`src/core/serial_port_pkg.sv`:
```
// constants for the serial port shift engine
// Overview of operation
// - shift mode bit rate is clock over six
// - fixed 9-bit mode: clock/32, doubled clock/16
// - variable modes use timer overflow, /192 or /96
// - shift mode: data on rx line, clock on tx
// - buffer write loads marker, send one cycle later
// - sending routes shift data and clock to pins
// - clock low S3-S5, shift right at S6P2
// - zero fill; final shift sets tx done flag
// - receive allowed: load 11111110, then start receive
// - toggle clock, shift left with S5P2 sample
// - start zero reaches left: load buffer, set flag
// - async frame: start, 8 data LSB first, stop
// - async write: marker, start after rollover
// - start bit, then data, then first shift
// - marker left of MSB: final shift, set flag
// - falling rx edge resets counter, preloads 1FFH
// - majority of samples 7,8,9; false start aborts
// - load only if flag clear and filter passes
package serial_port_pkg;
  localparam logic [1:0] MODE_SHIFT = 2'h0;
  localparam logic [1:0] MODE_VAR8 = 2'h1;
  localparam logic [1:0] MODE_FIX9 = 2'h2;
  localparam logic [1:0] MODE_VAR9 = 2'h3;
  localparam int PHASES_PER_CYCLE = 6;
  localparam int FIX_DIV_SLOW = 32;
  localparam int FIX_DIV_FAST = 16;
  localparam int TIMER_PRESCALE_SLOW = 12;
  localparam int TIMER_PRESCALE_FAST = 6;
  localparam int TIMER_SPAN = 256;
  localparam int OVERSAMPLE = 16;
  localparam logic [3:0] SAMPLE_A = 4'h6;
  localparam logic [3:0] SAMPLE_B = 4'h7;
  localparam logic [3:0] SAMPLE_C = 4'h8;
  localparam logic [8:0] RX_ASYNC_PRELOAD = 9'h1FF;
  localparam logic [7:0] RX_SHIFT_PRELOAD = 8'hFE;
  localparam int TX_BITS = 10;
endpackage : serial_port_pkg

```
`src/core/serial_port_shift_engine.sv`:
```
// serial port engine: shift mode and 10-bit asynchronous mode
module serial_port_shift_engine
  import serial_port_pkg::*;
(
  input wire logic clock,
  input wire logic nrst,
  input wire logic [1:0] mode,
  input wire logic receiveEnable,
  input wire logic multiprocFilter,
  input wire logic baudDoubler,
  input wire logic [7:0] overflowTimerReload,
  input wire logic bufferWrite,
  input wire logic [7:0] bufferWriteData,
  input wire logic controlWrite,
  input wire logic clearTxDone,
  input wire logic clearRxDone,
  input wire logic rxPin,
  output logic txPinOut,
  output logic rxPinOut,
  output logic rxPinOe,
  output logic [7:0] serialBuffer,
  output logic ninthRxBit,
  output logic txDoneFlag,
  output logic rxDoneFlag,
  output logic txBusy,
  output logic rxBusy
);
  logic [2:0] phase;
  logic tick;
  logic [3:0] tickCount;
  logic bitTick;
  logic [8:0] txShift;
  logic [1:0] txStage;
  logic txPending;
  logic txFinal;
  logic txAsyncDone;
  logic [8:0] rxShift;
  logic [7:0] syncRxWord;
  logic [7:0] syncRxByte;
  logic [7:0] asyncRxByte;
  logic rxPrev;
  logic [2:0] samples;
  logic rxMajority;
  logic rxArm;
  logic rxFinal;
  logic shiftClock;
  logic syncTxSet;
  logic syncRxSet;
  logic asyncRxSet;
  logic txStart;
  logic rxStart;
  logic inShift;

  assign inShift = (mode == MODE_SHIFT);
  // phase 0..5 stands for S1..S6 of a machine cycle; six clocks per bit
  assign bitTick = (phase == 3'(PHASES_PER_CYCLE - 1));
  assign txFinal = (txShift[8:1] == 8'h01);
  assign rxMajority = (samples[0] & samples[1]) | (samples[1] & samples[2]) |
                      (samples[0] & samples[2]);
  assign syncTxSet = inShift && txBusy && bitTick && txFinal;
  assign rxFinal = !rxShift[8];
  assign syncRxSet = inShift && rxBusy && bitTick && !rxShift[7];
  assign txStart = bufferWrite;
  assign rxStart = inShift && receiveEnable && !rxDoneFlag && !rxBusy && !rxArm;
  assign syncRxWord = {rxShift[6:0], samples[0]};

  // the first bit in ends highest in the shift register; the buffer wants it in bit 0
  for (genvar gi = 0; gi < 8; gi++) begin : g_rx_order
    assign syncRxByte[gi] = syncRxWord[7 - gi];
    assign asyncRxByte[gi] = rxShift[7 - gi];
  end

  baud_tick_gen ticker (
    .clock(clock),
    .nrst(nrst),
    .mode(mode),
    .baudDoubler(baudDoubler),
    .overflowTimerReload(overflowTimerReload),
    .tick(tick)
  );

  always_ff @(posedge clock or negedge nrst) begin
    if (!nrst) begin
      phase <= 3'h0;
    end else begin
      phase <= bitTick ? 3'h0 : phase + 3'h1;
    end
  end

  // divide-by-16 counter, realigned by a receive start edge
  always_ff @(posedge clock or negedge nrst) begin
    if (!nrst) begin
      tickCount <= 4'h0;
    end else if (!inShift && !rxBusy && rxPrev && !rxPin) begin
      tickCount <= 4'h0;
    end else if (tick) begin
      tickCount <= tickCount + 4'h1;
    end
  end

  // transmit path
  always_ff @(posedge clock or negedge nrst) begin
    if (!nrst) begin
      txShift <= 9'h1FF;
      txBusy <= 1'b0;
      txPending <= 1'b0;
      txStage <= 2'h0;
      txAsyncDone <= 1'b0;
    end else begin
      txAsyncDone <= 1'b0;
      if (txStart) begin
        txShift <= {1'b1, bufferWriteData};
        txPending <= 1'b1;
        txBusy <= 1'b0;
        txStage <= 2'h0;
      end else if (inShift) begin
        if (txPending && bitTick) begin
          txPending <= 1'b0;
          txBusy <= 1'b1;
        end else if (txBusy && bitTick) begin
          txShift <= {1'b0, txShift[8:1]};
          if (txFinal) begin
            txBusy <= 1'b0;
          end
        end
      end else if (tick && tickCount == 4'hF) begin
        if (txPending) begin
          txPending <= 1'b0;
          txBusy <= 1'b1;
          txStage <= 2'h1;
        end else if (txBusy) begin
          if (txStage == 2'h1) begin
            txStage <= 2'h2;
          end else if (txFinal) begin
            txShift <= {1'b0, txShift[8:1]};
            txBusy <= 1'b0;
            txStage <= 2'h0;
            txAsyncDone <= 1'b1;
          end else begin
            txShift <= {1'b0, txShift[8:1]};
          end
        end
      end
    end
  end

  // shift clock: low in S3..S5, high in S6, S1, S2
  always_ff @(posedge clock or negedge nrst) begin
    if (!nrst) begin
      shiftClock <= 1'b1;
    end else begin
      shiftClock <= !(phase >= 3'h1 && phase <= 3'h3);
    end
  end

  always_ff @(posedge clock or negedge nrst) begin
    if (!nrst) begin
      txPinOut <= 1'b1;
      rxPinOut <= 1'b1;
      rxPinOe <= 1'b0;
    end else if (inShift) begin
      txPinOut <= (txBusy || rxBusy) ? shiftClock : 1'b1;
      rxPinOut <= txShift[0];
      rxPinOe <= txBusy;
    end else begin
      rxPinOe <= 1'b0;
      rxPinOut <= 1'b1;
      if (!txBusy || txStage == 2'h0) begin
        txPinOut <= 1'b1;
      end else if (txStage == 2'h1) begin
        txPinOut <= 1'b0;
      end else begin
        txPinOut <= txShift[0];
      end
    end
  end

  // receive path
  always_ff @(posedge clock or negedge nrst) begin
    if (!nrst) begin
      rxShift <= RX_ASYNC_PRELOAD;
      rxBusy <= 1'b0;
      rxArm <= 1'b0;
      rxPrev <= 1'b1;
      samples <= 3'h7;
      serialBuffer <= 8'h00;
      ninthRxBit <= 1'b0;
      asyncRxSet <= 1'b0;
    end else begin
      rxPrev <= rxPin;
      asyncRxSet <= 1'b0;
      if (inShift) begin
        if (rxStart) begin
          rxArm <= 1'b1;
        end else if (rxArm && bitTick) begin
          rxArm <= 1'b0;
          rxBusy <= 1'b1;
          rxShift <= {1'b1, RX_SHIFT_PRELOAD};
        end else if (rxBusy && phase == 3'h4) begin
          samples[0] <= rxPin;
        end else if (rxBusy && bitTick) begin
          rxShift <= {1'b1, rxShift[6:0], samples[0]};
          if (!rxShift[7]) begin
            serialBuffer <= syncRxByte;
            rxBusy <= 1'b0;
          end
        end
      end else if (!rxBusy) begin
        if (rxPrev && !rxPin) begin
          rxBusy <= 1'b1;
          rxShift <= RX_ASYNC_PRELOAD;
        end
      end else if (tick) begin
        if (tickCount == SAMPLE_A) samples[0] <= rxPin;
        if (tickCount == SAMPLE_B) samples[1] <= rxPin;
        if (tickCount == SAMPLE_C) samples[2] <= rxPin;
        if (tickCount == 4'hF) begin
          if (rxShift == RX_ASYNC_PRELOAD && rxMajority) begin
            rxBusy <= 1'b0;
          end else if (rxFinal) begin
            rxBusy <= 1'b0;
            if (!rxDoneFlag && (!multiprocFilter || rxMajority)) begin
              serialBuffer <= asyncRxByte;
              ninthRxBit <= rxMajority;
              asyncRxSet <= 1'b1;
            end
          end else begin
            rxShift <= {rxShift[7:0], rxMajority};
          end
        end
      end
    end
  end

  // done flags: hardware sets, only a control write clears; set wins
  always_ff @(posedge clock or negedge nrst) begin
    if (!nrst) begin
      txDoneFlag <= 1'b0;
      rxDoneFlag <= 1'b0;
    end else begin
      if (syncTxSet || txAsyncDone) begin
        txDoneFlag <= 1'b1;
      end else if (controlWrite && clearTxDone) begin
        txDoneFlag <= 1'b0;
      end
      if (syncRxSet || asyncRxSet) begin
        rxDoneFlag <= 1'b1;
      end else if (controlWrite && clearRxDone) begin
        rxDoneFlag <= 1'b0;
      end
    end
  end
endmodule : serial_port_shift_engine

```
`src/core/baud_tick_gen.sv`:
```
// sixteenth-bit tick generator for the asynchronous modes
module baud_tick_gen
  import serial_port_pkg::*;
(
  input wire logic clock,
  input wire logic nrst,
  input wire logic [1:0] mode,
  input wire logic baudDoubler,
  input wire logic [7:0] overflowTimerReload,
  output logic tick
);
  logic [4:0] fixCount;
  logic [3:0] preCount;
  logic [7:0] timerCount;
  logic fixTick;
  logic timerTick;
  logic [4:0] fixLimit;
  logic [3:0] preLimit;

  // fixed mode: 16 ticks per bit over 32 or 16 clocks, so 2 or 1 clocks per tick
  assign fixLimit = baudDoubler ? 5'(FIX_DIV_FAST / OVERSAMPLE - 1)
                                : 5'(FIX_DIV_SLOW / OVERSAMPLE - 1);
  // timer overflow every prescale*(256-reload); 16 overflows per bit: 192 or 96
  assign preLimit = baudDoubler ? 4'(TIMER_PRESCALE_FAST - 1)
                                : 4'(TIMER_PRESCALE_SLOW - 1);

  always_ff @(posedge clock or negedge nrst) begin
    if (!nrst) begin
      fixCount <= 5'h00;
      fixTick <= 1'b0;
    end else begin
      fixTick <= (fixCount >= fixLimit);
      fixCount <= (fixCount >= fixLimit) ? 5'h00 : fixCount + 5'h01;
    end
  end

  always_ff @(posedge clock or negedge nrst) begin
    if (!nrst) begin
      preCount <= 4'h0;
      timerCount <= 8'h00;
      timerTick <= 1'b0;
    end else begin
      timerTick <= 1'b0;
      if (preCount >= preLimit) begin
        preCount <= 4'h0;
        if (timerCount == 8'hFF) begin
          timerCount <= overflowTimerReload;
          timerTick <= 1'b1;
        end else begin
          timerCount <= timerCount + 8'h01;
        end
      end else begin
        preCount <= preCount + 4'h1;
      end
    end
  end

  always_ff @(posedge clock or negedge nrst) begin
    if (!nrst) begin
      tick <= 1'b0;
    end else begin
      tick <= (mode == MODE_FIX9) ? fixTick : timerTick;
    end
  end
endmodule : baud_tick_gen

```
`config.mk`:
```
export PLATFORM = sky130hd
export DESIGN_NAME = serial_port_shift_engine
export DESIGN_NICKNAME = d
export VERILOG_FILES = /design/src/core/serial_port_pkg.sv /design/src/core/serial_port_shift_engine.sv /design/src/core/baud_tick_gen.sv
export SDC_FILE = /design/constraint.sdc
export NUM_CORES = 1
export LEC_CHECK = 0
export ABC_AREA = 0
export BUFFER_PORTS_ARGS = -buffer_cell sky130_fd_sc_hd__clkbuf_2
export CORE_ASPECT_RATIO = 0.9
export CORE_MARGIN = 10
export CORE_UTILIZATION = 35
export DETAILED_ROUTE_END_ITERATION = 7
export PLACE_DENSITY = 0.6
export SETUP_SLACK_MARGIN = 0.02
export SKIP_LAST_GASP = 1
export SYNTH_ARGS = -nofsm -noshare
export SYNTH_HDL_FRONTEND = slang
export SYNTH_HIERARCHICAL = 1
export SYNTH_SLANG_ARGS = --single-unit
```
`constraint.sdc`:
```
create_clock -name clock -period 2.5 [get_ports clock]
set_clock_uncertainty 0.2 [all_clocks]
set_input_delay 0.375 -clock clock [delete_from_list [all_inputs] [get_ports clock]]
set_output_delay 0.375 -clock clock [all_outputs]
set_load 0.02 [all_outputs]
```
== After elaboration in Yosys (flattened, before gate mapping) ==
Index checks and enable logic that the tools add are counted.

* Logic and storage cells: 258
* Flip-flop bits (word level): 72
* Input bits: 28

* Bitwise logic cells: 8
* Multiplexer cells: 108
* Reductions and logical operators: 69
* Add/sub/neg operators: 5
* Eq/ne operators: 34
* $lt $le $gt $ge: 4

{| class="wikitable"
|+ Operators by type and width
! cell !! number
|-
| two-way mux 9 bit || 19
|-
| two-way mux 8 bit || 13
|-
| two-way mux 1 bit || 63
|-
| logical AND 1 bit || 25
|-
| nonzero test 2 bit || 10
|-
| two-way mux 4 bit || 4
|-
| AND reduction 4 bit || 4
|-
| two-way mux 2 bit || 7
|-
| AND reduction 7 bit || 2
|-
| != test 2 bit (second input constant) || 6
|-
| != test 3 x 1 -> 1 bit (second input constant) || 4
|-
| != test 3 x 2 -> 1 bit (second input constant) || 4
|-
| != test 3 bit (second input constant) || 4
|-
| AND reduction 6 bit || 2
|-
| nonzero test 3 bit || 4
|-
| AND reduction 11 bit || 1
|-
| == test 9 bit (second input constant) || 1
|-
| logical NOT 1 bit || 9
|-
| adder 4 x 1 -> 4 bit (second input constant) || 2
|-
| adder 8 x 1 -> 8 bit (second input constant) || 1
|-
| == test 4 x 3 -> 1 bit (second input constant) || 2
|-
| == test 4 bit (second input constant) || 2
|-
| == test 8 x 1 -> 1 bit (second input constant) || 1
|-
| == test 8 bit (second input constant) || 1
|-
| 23 further kinds || 37
|}

== Depth between registers and ports, before layout ==
* Depth in word-level cells: 12
* Gate-level depth with buffers: 7
* Depth with buffers taken out: 6

== Cells and area by module ==
The synthesis kept the hierarchy.

{| class="wikitable"
|+ Modules (own cells, without submodules)
! module !! cells an instance !! times used !! sequential area each (µm²) !! area each (µm²)
|-
| serial_port_shift_engine || 269 || 1 || 1332.5 || 2721.4
|-
| baud_tick_gen || 93 || 1 || 500.5 || 974.7
|}

== Worst setup path after synthesis ==
OpenSTA, ideal clock, no wires.

* Kind: flip-flop to flip-flop
* Start point: register tickCount[1]
* End point: register rxShift[0]
* Path buffers: 0
* Path slack: 346 ps
* Cell stages (with the launch flop): 6
* Library setup time: 82 ps
* Arrival time: 1872 ps
* Data required time: 2218 ps
* Cell sequence: dfrtp_1 -> ha_1 -> nand3_1 -> a311o_1 -> a311oi_4 -> mux2_2

* Cells in the longest elaborated chain, start to end: 3

{| class="wikitable"
|+ Ends and longest elaborated chain
! item !! RTL line !! RTL
|-
| start, declared || serial_port_shift_engine.sv:30 || <nowiki>logic [3:0] tickCount;</nowiki>
|-
| start signal, assigned || serial_port_shift_engine.sv:97 || <nowiki>tickCount <= tickCount + 4'h1;</nowiki>
|-
| == test 4 bit || serial_port_shift_engine.sv:217 || <nowiki>if (tickCount == 4'hF) begin</nowiki>
|-
| != test 3 x 1 -> 1 bit (no source line) || n/a ||
|-
| AND reduction 8 bit (no source line) || n/a ||
|-
| end signal, assigned || serial_port_shift_engine.sv:198 || <nowiki>rxShift <= {1'b1, RX_SHIFT_PRELOAD};</nowiki>
|-
| end signal, assigned || serial_port_shift_engine.sv:202 || <nowiki>rxShift <= {1'b1, rxShift[6:0], samples[0]};</nowiki>
|-
| end signal, assigned || serial_port_shift_engine.sv:228 || <nowiki>rxShift <= {rxShift[7:0], rxMajority};</nowiki>
|-
| end, declared || serial_port_shift_engine.sv:37 || <nowiki>logic [8:0] rxShift;</nowiki>
|}

No other way between the ends.
A chain may end at the register's enable or synchronous reset.

== Final worst setup path ==
* Start point: register tickCount[1]
* End point: register serialBuffer[1]

* Cells in the longest elaborated chain, start to end: 3

{| class="wikitable"
|+ Ends and longest elaborated chain
! item !! RTL line !! RTL
|-
| == test 4 bit || serial_port_shift_engine.sv:217 ||
|-
| nonzero test 2 bit (no source line) || n/a ||
|-
| AND reduction 11 bit (no source line) || n/a ||
|-
| end signal, assigned || serial_port_shift_engine.sv:204 || <nowiki>serialBuffer <= syncRxByte;</nowiki>
|-
| end signal, assigned || serial_port_shift_engine.sv:223 || <nowiki>serialBuffer <= asyncRxByte;</nowiki>
|-
| end, declared || serial_port_shift_engine.sv:21 || <nowiki>output logic [7:0] serialBuffer,</nowiki>
|}

No other way between the ends.

==> metrics.md <==
| Metric | Value |
|---|---|
| Outcome | `finished clean` |
| Final std cell area, no fill | `4492 µm²` |
| Rel. slew slack | `62.91%` |
| Placed inst area | `4128 µm²` |
| Max cap viols | `0` |
| Unrepaired setup endpoints after global routing | `false` |
| Floorplan die height | `117.5 µm` |
| Synth top area share | `31.82%` |
| Number of diodes added for antenna fixing | `0` |
| Fraction of final layout cells with drive strength greater than 1 | `29.95%` |
| Area growth syn-to-layout | `21.53%` |
| Yosys top cell by area | `sky130_fd_sc_hd__dfrtp_1` |
| Initial core utilization | `35.91%` |
| Longest Clk Path Bufs | `2` |
| Post-synthesis sequential area ratio | `49.59%` |
| Synthesized area per cell | `10.21 µm²` |
| Signal arrival time at the worst endpoint | `2.29 ns` |
| Static leakage | `about 2 nW` |
| Number of setup violations in the final report | `0` |
| Final period utilization | `90.89%` |
| Synth Area in Compound Gates | `17.06%` |
| CTS root buffer | `sky130_fd_sc_hd__clkbuf_16` |
| Synth Flop Type | `sky130_fd_sc_hd__dfrtp_1` |
| Placement row count | `35` |
| Clk sinks | `72` |
| Overall die area | `15080 µm²` |
| Clock buffers created by TritonCTS | `9` |
| Peak supply drop | `548.4 µV` |
| Final routed wire length divided by cell count | `approximately 15 µm` |
| Post-synthesis cell count | `362` |
| Number of synthesized flops with an enable pin | `0` |
| Initial drt markers | `214` |
| Clock slew at reported path FFs | `0.06 ns` |
| GRT overflow | `0` |
| Number of remaining DRC errors | `0` |
| WL final | `8.441 mm` |
| Largest family of logic cells by synthesized area | `compound AO/OA/AOI/OAI gates` |
| Share of synthesized cell area in and, or, nand and nor gates | `about 17%` |
| Post-synthesis share of cell area spent on xor and xnor gates | `between 1 and 1.5%` |
| Count of pins over their slew limit | `0` |
| Final #Nets | `458` |
| Total of fill cells in the finished design | `between 1000 and 1500` |
| Syn Std Cell Area | `3696 µm²` |
| Count of different cell masters after synthesis | `just over 60` |
| Number of non-filler instances in the completed layout | `553` |
| Via count of the first global-routing pass | `2850` |
| Biggest fanout along the worst timing path | `8` |
| Final estimated routing congestion in global placement | `0.8335` |
| Class of the worst hold path | `in -> reg` |
| Clock latency on the worst-skew pair | `0.34 ns` |
| Worst setup SP type | `flip-flop` |
| Hold violation total from the final report | `0` |
| Overall via count from detail_route | `2863` |
| First-pass GRT wire length | `14.21 mm` |
| Width of the die | `128.3 µm` |
| Power per standard cell area | `918.2 nW/µm²` |
| Leading cell types by total area after synthesis | `sky130_fd_sc_hd__dfrtp_1, sky130_fd_sc_hd__dfstp_2, sky130_fd_sc_hd__mux2_2, sky130_fd_sc_hd__ha_1, sky130_fd_sc_hd__o211ai_1` |
| Final-layout setup total negative slack | `0 ns` |
| Proportion of synthesized area in mux cells | `6.906%` |
| Class of the most critical setup path | `reg -> reg` |
| Clock period minus worst slack | `between 2 and 2.5 ns` |
| Area of the core | `10290 µm²` |
| First drt pass iteration count | `4` |
| Largest net degree at the start of global routing | `25` |
| Number of placed I/O pins | `44` |
| Via density | `5.177` |
| Data required time of the critical path | `2.52 ns` |
| Storage element area | `1833 µm²` |
| Upper clock frequency limit | `440.1 MHz` |
| Actual transition at the worst max-transition pin | `0.5526 ns` |
| Post-DP HPWL | `~6.2 mm` |
| Max H-tree Level | `3` |
| Share of synthesized registers carrying an async set or reset | `100.0%` |
| Synth warnings | `6` |
| Global-route total usage across every layer | `~11%` |
| Multi-input gate area in the final layout | `1715 µm²` |
| Post-placement cell count | `534` |
| Flip-flop and latch count after synthesis | `72` |
| TritonCTS clock tree | `built` |
| Endpoint type of the worst setup path | `flip-flop` |
| Antenna Nets Post-Route | `0` |
| Adder and majority cell fraction of the synthesized area | `under 10%` |
| Antenna violations before repair | `0` |
| Count of input and output buffers | `43` |
final timing paths:
kind / from / to / slack, ns / cells after the start
max in group asynchronous: nrst / rxShift[3]$_DFFE_PN1P_ / 1.06 / 3
worst min register to register: asyncRxSet$_DFF_PN0_ / rxDoneFlag$_DFFE_PN0P_ / 0.24 / 2
worst max register to register: tickCount[1]$_DFFE_PN0P_ / serialBuffer[1]$_DFFE_PN0P_ / 0.23 / 5
worst max-delay path: tickCount[1]$_DFFE_PN0P_ / serialBuffer[1]$_DFFE_PN0P_ / 0.23 / 5
worst min-delay path: bufferWriteData[0] / txShift[0]$_DFFE_PN1P_ / 0.04 / 3
min in group asynchronous: nrst / txDoneFlag$_DFFE_PN0P_ / 0.35 / 2
state kept, by name, indices dropped and copies added, names as in the netlist, 4 cells and up:
signal and count:
rxShift 9, txShift 9, serialBuffer 8, ticker/timerCount 8, ticker/fixCount 5, tickCount 4, ticker/preCount 4
power breakdown:
| group | internal, mW | switching, mW |
|---|---|---|
| Sequential | 1.47 | 0.243 |
| Combinational | 0.482 | 0.540 |
| Clock | 0.899 | 0.490 |
| Total | 2.85 | 1.27 |
placed cells by master, fill, tap and decap left out, drive strengths merged, types with 3 or more instances in the layout:
cell	n
clkbuf	53
dfrtp	47
nor2	34
nand2	28
dfstp	25
inv	20
a21oi	20
mux2	20
o21ai	19
o211ai	18
buf	17
a31oi	11
ha	11
nand3	6
nor4	5
nand2b	4
nand3b	4
nor3	4
and3	4
and2	4
nand4	3
nor3b	3
and4	3
a21boi	3
xor2	3
mux2i	3
xnor2	3
a41oi	3
per-layer routing:
metal	GRT usage, %	vias to the layer above	share of wire, %
met5	0	-	0
met4	3.165	0	0.72
met3	4.863	6	7.3
met2	16.91	70	45
met1	14.75	1362	47
li1	-	1425	-
cells by family (layout without fill, tap and decap cells):
kind of cell    count (synthesis)  count (layout)
flops                          72              72
mux                            23              23
other cells                     1               2
compound gates                 94              94
fa+ha+maj                      12              12
buf+inv                        37              98
simple gates                  117             117
xor+xnor                        6               6
synth_stat cells (3+ instances only):
master,count
sky130_fd_sc_hd__buf_2,4
sky130_fd_sc_hd__mux2_2,20
sky130_fd_sc_hd__inv_1,20
sky130_fd_sc_hd__a41oi_1,3
sky130_fd_sc_hd__nor4_1,4
sky130_fd_sc_hd__a21boi_0,3
sky130_fd_sc_hd__and3_1,3
sky130_fd_sc_hd__nand2_1,28
sky130_fd_sc_hd__a21oi_1,20
sky130_fd_sc_hd__nand4_1,3
sky130_fd_sc_hd__o211ai_1,18
sky130_fd_sc_hd__and4_1,3
sky130_fd_sc_hd__mux2i_1,3
sky130_fd_sc_hd__nor3b_1,3
sky130_fd_sc_hd__nand3b_1,4
sky130_fd_sc_hd__ha_1,11
sky130_fd_sc_hd__clkbuf_1,10
sky130_fd_sc_hd__dfrtp_1,47
sky130_fd_sc_hd__nor3_1,3
sky130_fd_sc_hd__dfstp_2,25
sky130_fd_sc_hd__nand2b_1,4
sky130_fd_sc_hd__xor2_1,3
sky130_fd_sc_hd__nand3_1,6
sky130_fd_sc_hd__o21ai_0,17
sky130_fd_sc_hd__xnor2_1,3
sky130_fd_sc_hd__a31oi_1,11
sky130_fd_sc_hd__nor2_1,34
worst max-delay path, cell delays in order, from the launching register on:
cell	delay, ns
sky130_fd_sc_hd__dfrtp_1	0.41
sky130_fd_sc_hd__ha_1	0.24
sky130_fd_sc_hd__nand3_1	0.14
sky130_fd_sc_hd__or4_1	0.56
sky130_fd_sc_hd__o32a_2	0.32
sky130_fd_sc_hd__mux2_2	0.30
final cells by class:
class,count,area share (%)
clock inverters,5,1.783
well taps,129,3.593
multi-input cells,254,38.19
inverters,21,1.755
clock buffers,11,5.404
flip-flops and latches,72,40.81
repair buffers,61,8.468
stage by stage:
step | power, mW | hold WS [ns] | util [%] | setup WS (ns)
global route | 4.383 | 0.04937 | 43.65 | 0.09030
global placement | 2.691 | 0.1822 | 40.11 | 0.1758
finish | 4.124 | 0.03856 | 43.65 | 0.2278
detailed placement | 2.733 | 0.1885 | 40.11 | 0.1121
CTS | 4.158 | 0.02174 | 43.44 | 0.08385
floorplan | 2.391 | -0.1206 | - | 0.3458
what timing repair did:
item                                   in CTS  in global routing
gates resized for setup                     0                  1
endpoints found under the hold margin      13                  0
hold buffers                                2                  0
buffers inserted                            0                  1
setup endpoints to repair                   0                 15
Power figures use the tool's default switching activity.
